## config.mk

```make
export PLATFORM = sky130hd
export DESIGN_NAME = acm_matcher
export DESIGN_NICKNAME = d
export VERILOG_FILES = /design/src/acm_pkg.sv /design/src/acm_matcher.sv /design/src/acm_addr_cmp.sv /design/src/acm_tri_cmp.sv
export SDC_FILE = /design/constraint.sdc
export NUM_CORES = 1
export LEC_CHECK = 0
export BUFFER_PORTS_ARGS = -buffer_cell sky130_fd_sc_hd__buf_2
export CAP_MARGIN = 25
export CORE_ASPECT_RATIO = 2
export CORE_MARGIN = 2
export CORE_UTILIZATION = 55
export CTS_CLUSTER_DIAMETER = 200
export DETAILED_ROUTE_END_ITERATION = 10
export PLACE_DENSITY = 0.79
export RECOVER_POWER = 100
export SLEW_MARGIN = 5
export SYNTH_ARGS = -nofsm -noshare
export SYNTH_HDL_FRONTEND = slang
export SYNTH_SLANG_ARGS = --single-unit
export TNS_END_PERCENT = 10
```

## constraint.sdc

```tcl
create_clock -name clk_i -period 13.1 [get_ports clk_i]
set_input_delay 1.31 -clock clk_i [delete_from_list [all_inputs] [get_ports clk_i]]
set_output_delay 1.31 -clock clk_i [all_outputs]
set_load 0.005 [all_outputs]
```

## src/acm_pkg.sv

```systemverilog
package acm_pkg;
  // frame type of the entry
  localparam logic [1:0] FT_ANY  = 2'h0;
  localparam logic [1:0] FT_IPV4 = 2'h1;
  localparam logic [1:0] FT_ARP  = 2'h2;
  localparam logic [1:0] FT_IPV6 = 2'h3;

  // protocol criterion
  localparam logic [2:0] PR_ANY  = 3'h0;
  localparam logic [2:0] PR_SPEC = 3'h1;
  localparam logic [2:0] PR_ICMP = 3'h2;
  localparam logic [2:0] PR_UDP  = 3'h3;
  localparam logic [2:0] PR_TCP  = 3'h4;

  localparam logic [7:0] PROTO_ICMP = 8'h01;
  localparam logic [7:0] PROTO_UDP  = 8'h11;
  localparam logic [7:0] PROTO_TCP  = 8'h06;

  // tri-state criteria (ttl, fragment, options): any / no(zero) / yes(non-zero)
  localparam logic [1:0] TS_ANY = 2'h0;
  localparam logic [1:0] TS_NO  = 2'h1;
  localparam logic [1:0] TS_YES = 2'h2;

  // address filter
  localparam logic [1:0] AF_ANY  = 2'h0;
  localparam logic [1:0] AF_HOST = 2'h1;
  localparam logic [1:0] AF_NET  = 2'h2;

  // register map, byte addresses
  localparam logic [4:0] REG_CTRL     = 5'h00;
  localparam logic [4:0] REG_SRC_ADDR = 5'h04;
  localparam logic [4:0] REG_SRC_MASK = 5'h08;
  localparam logic [4:0] REG_DST_ADDR = 5'h0c;
  localparam logic [4:0] REG_DST_MASK = 5'h10;
  localparam logic [4:0] REG_STATUS   = 5'h14;

  // ctrl field positions
  localparam int CT_FT   = 0;
  localparam int CT_PR   = 2;
  localparam int CT_TTL  = 5;
  localparam int CT_FRAG = 7;
  localparam int CT_OPT  = 9;
  localparam int CT_SRC  = 11;
  localparam int CT_DST  = 13;
  localparam int CT_PVAL = 16;

  localparam logic [31:0] CTRL_RST = 32'h0000_0000;
  localparam logic [31:0] ADDR_RST = 32'h0000_0000;
  localparam logic [31:0] MASK_RST = 32'hffff_ffff;
  localparam logic [15:0] CNT_RST  = 16'h0000;
endpackage : acm_pkg

```

## src/acm_matcher.sv

```systemverilog
// Our own choices: the Wishbone slave port and the placing of the registers.
`timescale 1ns/1ps
module acm_matcher
  import acm_pkg::*;
(
  input  wire logic        clk_i,       // 125 mhz clock
  input  wire logic        rst_i,       // async reset, active high
  // wishbone slave
  input  wire logic        wb_cyc_i,    // bus cycle
  input  wire logic        wb_stb_i,    // strobe
  input  wire logic        wb_we_i,     // write enable
  input  wire logic [4:0]  wb_adr_i,    // byte address
  input  wire logic [3:0]  wb_sel_i,    // byte lanes
  input  wire logic [31:0] wb_dat_i,    // write data
  output logic [31:0]      wb_dat_o,    // read data
  output logic             wb_ack_o,    // acknowledge
  // parsed frame fields from the parser
  input  wire logic        frm_valid_i, // one-cycle header strobe
  input  wire logic        frm_ipv4_i,  // frame is ipv4
  input  wire logic [7:0]  frm_proto_i, // protocol field
  input  wire logic [7:0]  frm_ttl_i,   // time-to-live
  input  wire logic        frm_mf_i,    // more-fragments bit
  input  wire logic [12:0] frm_foff_i,  // fragment offset
  input  wire logic        frm_opt_i,   // options present
  input  wire logic [31:0] frm_src_i,   // source address
  input  wire logic [31:0] frm_dst_i,   // destination address
  // result
  output logic             hit_valid_o, // result strobe
  output logic             hit_o        // entry hit
);
  logic [31:0] ctrl_q;
  logic [31:0] src_addr_q;
  logic [31:0] src_mask_q;
  logic [31:0] dst_addr_q;
  logic [31:0] dst_mask_q;
  logic [15:0] hit_cnt_q;
  logic        ack_d;
  logic [31:0] rdat_d;

  function automatic logic [31:0] merge(input logic [31:0] old_v,
                                        input logic [31:0] new_v,
                                        input logic [3:0]  sel);
    logic [31:0] r;
    r = old_v;
    for (int i = 0; i < 4; i++)
      if (sel[i])
        r[i*8 +: 8] = new_v[i*8 +: 8];
    return r;
  endfunction : merge

  // bus decode
  wire logic req     = wb_cyc_i && wb_stb_i && !wb_ack_o;
  wire logic wr      = req && wb_we_i;
  wire logic wr_ctrl = wr && (wb_adr_i == REG_CTRL);
  wire logic wr_sa   = wr && (wb_adr_i == REG_SRC_ADDR);
  wire logic wr_sm   = wr && (wb_adr_i == REG_SRC_MASK);
  wire logic wr_da   = wr && (wb_adr_i == REG_DST_ADDR);
  wire logic wr_dm   = wr && (wb_adr_i == REG_DST_MASK);
  wire logic wr_st   = wr && (wb_adr_i == REG_STATUS);

  // configuration fields
  wire logic [1:0] ft_mode   = ctrl_q[CT_FT +: 2];
  wire logic [2:0] pr_mode   = ctrl_q[CT_PR +: 3];
  wire logic [1:0] ttl_mode  = ctrl_q[CT_TTL +: 2];
  wire logic [1:0] frag_mode = ctrl_q[CT_FRAG +: 2];
  wire logic [1:0] opt_mode  = ctrl_q[CT_OPT +: 2];
  wire logic [1:0] src_mode  = ctrl_q[CT_SRC +: 2];
  wire logic [1:0] dst_mode  = ctrl_q[CT_DST +: 2];
  wire logic [7:0] pr_value  = ctrl_q[CT_PVAL +: 8];

  // protocol criterion
  logic pr_ok;
  always_comb
  begin
    case (pr_mode)
      PR_ANY:  pr_ok = 1'b1;
      PR_SPEC: pr_ok = (frm_proto_i == pr_value);
      PR_ICMP: pr_ok = (frm_proto_i == PROTO_ICMP);
      PR_UDP:  pr_ok = (frm_proto_i == PROTO_UDP);
      PR_TCP:  pr_ok = (frm_proto_i == PROTO_TCP);
      default: pr_ok = 1'b0;
    endcase
  end

  wire logic ttl_pos = (frm_ttl_i != 8'h0);
  wire logic frag    = frm_mf_i || (frm_foff_i != 13'h0);

  logic ttl_ok;
  logic frag_ok;
  logic opt_ok;
  logic src_ok;
  logic dst_ok;

  // no (1) rejects ttl>0, yes (2) accepts only ttl>0, any (0) and 3 accept every ttl
  acm_tri_cmp u_ttl (
    .mode_i (ttl_mode),
    .prop_i (ttl_pos),
    .ok_o   (ttl_ok)
  );

  acm_tri_cmp u_frag (
    .mode_i (frag_mode),
    .prop_i (frag),
    .ok_o   (frag_ok)
  );

  acm_tri_cmp u_opt (
    .mode_i (opt_mode),
    .prop_i (frm_opt_i),
    .ok_o   (opt_ok)
  );

  acm_addr_cmp u_src (
    .mode_i  (src_mode),
    .frame_i (frm_src_i),
    .cfg_i   (src_addr_q),
    .mask_i  (src_mask_q),
    .ok_o    (src_ok)
  );

  acm_addr_cmp u_dst (
    .mode_i  (dst_mode),
    .frame_i (frm_dst_i),
    .cfg_i   (dst_addr_q),
    .mask_i  (dst_mask_q),
    .ok_o    (dst_ok)
  );

  // ip criteria only apply to ipv4 entries; other frame types stay out of scope
  // here, so a non-ipv4 entry never hits from this block
  wire logic ip_entry = (ft_mode == FT_IPV4);
  wire logic all_ok   = ip_entry && frm_ipv4_i && pr_ok && ttl_ok
                        && frag_ok && opt_ok && src_ok && dst_ok;

  // registered result, one cycle after the header strobe
  always_ff @(posedge clk_i or posedge rst_i)
  begin
    if (rst_i)
    begin
      hit_valid_o <= 1'b0;
      hit_o       <= 1'b0;
    end
    else
    begin
      hit_valid_o <= frm_valid_i;
      hit_o       <= frm_valid_i && all_ok;
    end
  end

  // hit counter saturates; write to status clears it, a hit in that cycle leaves it at 1
  wire logic new_hit = frm_valid_i && all_ok;
  always_ff @(posedge clk_i or posedge rst_i)
  begin
    if (rst_i)
      hit_cnt_q <= CNT_RST;
    else if (new_hit)
      hit_cnt_q <= (wr_st || hit_cnt_q == 16'hffff) ? (wr_st ? 16'h1 : hit_cnt_q)
                                                     : hit_cnt_q + 16'h1;
    else if (wr_st)
      hit_cnt_q <= CNT_RST;
  end

  // configuration registers
  always_ff @(posedge clk_i or posedge rst_i)
  begin
    if (rst_i)
    begin
      ctrl_q     <= CTRL_RST;
      src_addr_q <= ADDR_RST;
      src_mask_q <= MASK_RST;
      dst_addr_q <= ADDR_RST;
      dst_mask_q <= MASK_RST;
    end
    else
    begin
      if (wr_ctrl)
        ctrl_q <= merge(ctrl_q, wb_dat_i, wb_sel_i) & 32'h00ff_7fff;
      if (wr_sa)
        src_addr_q <= merge(src_addr_q, wb_dat_i, wb_sel_i);
      if (wr_sm)
        src_mask_q <= merge(src_mask_q, wb_dat_i, wb_sel_i);
      if (wr_da)
        dst_addr_q <= merge(dst_addr_q, wb_dat_i, wb_sel_i);
      if (wr_dm)
        dst_mask_q <= merge(dst_mask_q, wb_dat_i, wb_sel_i);
    end
  end

  // read mux; unmapped addresses read zero and still ack
  always_comb
  begin
    case (wb_adr_i)
      REG_CTRL:     rdat_d = ctrl_q;
      REG_SRC_ADDR: rdat_d = src_addr_q;
      REG_SRC_MASK: rdat_d = src_mask_q;
      REG_DST_ADDR: rdat_d = dst_addr_q;
      REG_DST_MASK: rdat_d = dst_mask_q;
      REG_STATUS:   rdat_d = {15'h0, hit_o, hit_cnt_q};
      default:      rdat_d = 32'h0;
    endcase
  end

  assign ack_d = req;

  always_ff @(posedge clk_i or posedge rst_i)
  begin
    if (rst_i)
    begin
      wb_ack_o <= 1'b0;
      wb_dat_o <= 32'h0;
    end
    else
    begin
      wb_ack_o <= ack_d;
      wb_dat_o <= (req && !wb_we_i) ? rdat_d : 32'h0;
    end
  end
endmodule : acm_matcher

```

## src/acm_addr_cmp.sv

```systemverilog
`timescale 1ns/1ps
// compares one address against a filter in host or network mode
module acm_addr_cmp
  import acm_pkg::*;
(
  input  wire logic [1:0]  mode_i,   // filter mode
  input  wire logic [31:0] frame_i,  // address from frame
  input  wire logic [31:0] cfg_i,    // configured address
  input  wire logic [31:0] mask_i,   // configured mask
  output logic             ok_o      // criterion met
);
  wire logic [31:0] diff = frame_i ^ cfg_i;

  always_comb
  begin
    case (mode_i)
      AF_HOST: ok_o = (diff == 32'h0);
      AF_NET:  ok_o = ((diff & mask_i) == 32'h0);
      default: ok_o = 1'b1;
    endcase
  end
endmodule : acm_addr_cmp

```

## src/acm_tri_cmp.sv

```systemverilog
`timescale 1ns/1ps
// any / no / yes criterion against a boolean frame property
module acm_tri_cmp
  import acm_pkg::*;
(
  input  wire logic [1:0] mode_i,  // criterion setting
  input  wire logic       prop_i,  // frame property
  output logic            ok_o     // criterion met
);
  always_comb
  begin
    case (mode_i)
      TS_NO:   ok_o = !prop_i;
      TS_YES:  ok_o = prop_i;
      default: ok_o = 1'b1;
    endcase
  end
endmodule : acm_tri_cmp

```

==> results.cfg <==
[clock_network]
cts-buffers-inserted = 19
h-tree-depth = 1
clk_pin_slew_worst_paths_ns = 0.07
holdBufCountCts = 0
cts_tree = done
cts_setup_buffers = 0
numClockSinks = 202
cts_buffer_depth = 3
cts-root-buf = clkbuf_16
clk_latency_ns = 0.49
cts_resized = 0

[sta]
setup_viol = 0
fin_hold_ws_ns = 0.510
final_max_slew_viol_count = 244
slew_headroom_pct = -144
min_period_over_period_pct = 41.7
setup_ws_ns = 7.63
hold_viol = 0
fin_crit_ns = 5.47
tns_ns = 0
rsz0062_at_grt = no
fmax_ghz = 0.183
fin_skew_ns = 0.00721
tightest_slew_ns = 3.66

[place]
gp_congestion = 1.06
hpwl_um = 25400
placed_cells = 1244
io_buffers = 177
dp_slack_ns = 8.87

[drt]
vias = 8365
postRouteAntennaNets = 0
routed_wl_um = 34300
drc = 0
wl_per_cell_um = 26.8
firstDrtPassIters = 5
routed_via_density = 6.55
drtIter0Drc = 554

[global_route]
grt_max_degree = 138
grt_pass1_wl_um = 50900
antenna_found_initial = 0
grt_pass1_vias = 8534
grt.total_usage_pct = 34.6
grt-ovfl-total = 0

[synth]
ys_seq_area_share_pct = 50.0
synth_mux_area_share_pct = 16.8
synth_fa_ha_area_share_pct = 1.34
syn-instance-count = 879
synthSimpleGateAreaFrac_pct = 8.56
synth_edf_count = 0
yosysWarnings = 0
ys_types = 61
netlist_area_um2 = 10300
synth_compound_area_share_pct = 14.3
syn_nets = 1033
async_reset_ff_share_pct = 100
synth_seq_cells = 202
synthFlopType = dfrtp_1
synthXorXnorAreaFrac_pct = 5.80
synth_top_family_by_area = multiplexers
avgSynthCellArea_um2 = 11.7

[floorplan]
core_area_um2 = 18300
start_util_pct = 56.1
pin_count = 178
rows = 70
die-area_um2 = 19800
die_height_um = 197
die_w_um = 101

[power_and_ir_drop]
powerDensity_nw_per_um2 = 128
switchingPower_uw = 402
pwr-share-clk_pct = 41.8
p_int_mw = 1.14
p_sw_share_pct = 26.2
power_frac_seq_pct = 46.2
leakage_nw = 5.44
pwr-share-comb_pct = 12.0
peakVddDrop_v = 0.000204

[worst_hold_path]
min_from = wb_ack_o$_DFF_PP0_
worst_hold_path_type = reg2reg

[worst_setup_path]
worstPathRequired_ns = 12.87
r2r_start = ctrl_q[4]$_DFFE_PP0P_
arrival_ns = 5.23
rrSetupSlack_ns = 8.47
worstSetupStartpointType = input port
worstSetupPathType = in2async
cp-startpoint = rst_i
end_kind = async pin
path_max_fanout = 118

[layout]
nFillCells = 1433
fin_cells = 1278
layout_commonest_cell = buf_2
area_growth_syn_to_layout_pct = 17.2
diodes = 0
final_cell_mix = buf_2, mux2_2, dfrtp_1
drive_above_1_share_pct = 40.5
final_net_count = 1204

[run_status]
outcome = finished, violations left
violations = max-capacitance violations, max-slew violations

[run]
maxCapViolCount = 7
[routing by layer]
metal  GRT usage (%)  routed length (um)  up-vias
li1                -                   -     3631
met1            39.4               11500     4151
met2            59.7               17900      452
met3            4.81                2260      131
met4            21.9                2670        0
met5               0                   0        -
[area by class of cell]
| class | count | area (um2) | share of cell area, % |
|---|---|---|---|
| Timing Repair Buffer | 186 | 928 | 7.72 |
| Clock buffer | 21 | 503 | 4.18 |
| Tap cell | 216 | 270 | 2.25 |
| Sequential cell | 202 | 5130 | 42.7 |
| Clock inverter | 12 | 219 | 1.82 |
| Multi-Input combinational cell | 594 | 4800 | 39.9 |
| Inverter | 47 | 178 | 1.48 |
[worst max-delay path, cell delays in order]
cell	delay, ns
buf_2	0.10
clkinvlp_2	0.57
buf_16	0.50
clkbuf_1	2.61
[logic make-up after synthesis]
kind of cell / count (synthesis)
adders and majority gates: 11
DFF: 202
muxes: 153
buffers and inverters: 83
xor gates and xnor gates: 68
and+or+nand+nor: 165
AOI/OAI and AO/OA: 197
[power groups by stage]
stage / combinational [mW] / clock [mW] / sequential, mW
final: 0.185 / 0.643 / 0.710
after floorplan: 0.112 / 0 / 0.700
after global placement: 0.178 / 0 / 0.717
after detailed placement: 0.183 / 0 / 0.718
after global routing: 0.199 / 0.672 / 0.713
after CTS: 0.184 / 0.647 / 0.708
[flip-flops by register name, summed over array words and instances, names as in the netlist, 16 cells and up]
register / cells
hit_cnt_q: 16
dst_mask_q: 32
ctrl_q: 23
src_mask_q: 32
dst_addr_q: 32
src_addr_q: 32
wb_dat_o: 32
[synthesized netlist by cell type (2+ instances only)]
cell type / instances / area (um2)
a222oi_1: 17 / 170
o21ai_1: 3 / 15.0
xor2_1: 38 / 333
buf_2: 3 / 15.0
a21oi_1: 27 / 135
nor4bb_1: 2 / 20.0
nor4_1: 17 / 106
a31oi_1: 23 / 144
mux2_2: 153 / 1720
nor3b_2: 2 / 25.0
nand4_1: 10 / 62.6
dfstp_2: 64 / 1680
and2_0: 2 / 12.5
a221oi_1: 2 / 17.5
nor3_1: 12 / 60.1
a211oi_1: 4 / 30.0
xnor2_1: 30 / 263
clkbuf_1: 31 / 116
a22oi_1: 64 / 480
nor2_1: 21 / 78.8
a2bb2oi_1: 2 / 17.5
nand3_1: 13 / 65.1
o211ai_1: 19 / 143
inv_1: 47 / 176
or4_1: 2 / 15.0
nor3b_1: 2 / 15.0
and2_1: 5 / 31.3
nor2b_1: 11 / 68.8
o22ai_1: 5 / 31.3
o21ai_2: 10 / 87.6
nand2_1: 44 / 165
ha_1: 11 / 138
o32a_1: 2 / 20.0
a211o_1: 3 / 26.3
and3_1: 14 / 87.6
o21ai_0: 2 / 10.0
dfrtp_1: 138 / 3450
[per-stage QoR]
| step | cell area (um2) | utilization (%) | power, mW |
|---|---|---|---|
| after floorplan | 10300 | - | 0.812 |
| after global placement | 11300 | 62.0 | 0.895 |
| after detailed placement | 11400 | 62.0 | 0.901 |
| after CTS | 12100 | 66.0 | 1.54 |
| after global routing | 12000 | 65.7 | 1.58 |
| final | 12000 | 65.7 | 1.54 |
[final timing paths]
path | to | cells past startpoint
worst min-delay path | wb_ack_o$_DFF_PP0_ | 1
min in group asynchronous | dst_addr_q[11]$_DFFE_PP0P_ | 2
max in group clk_i | hit_cnt_q[6]$_DFFE_PP0P_ | 8
worst min register to register | wb_ack_o$_DFF_PP0_ | 1
worst max register to register | hit_cnt_q[6]$_DFFE_PP0P_ | 8
worst max-delay path | dst_addr_q[27]$_DFFE_PP0P_ | 4
No activity file was read; power rests on OpenSTA's default activity.
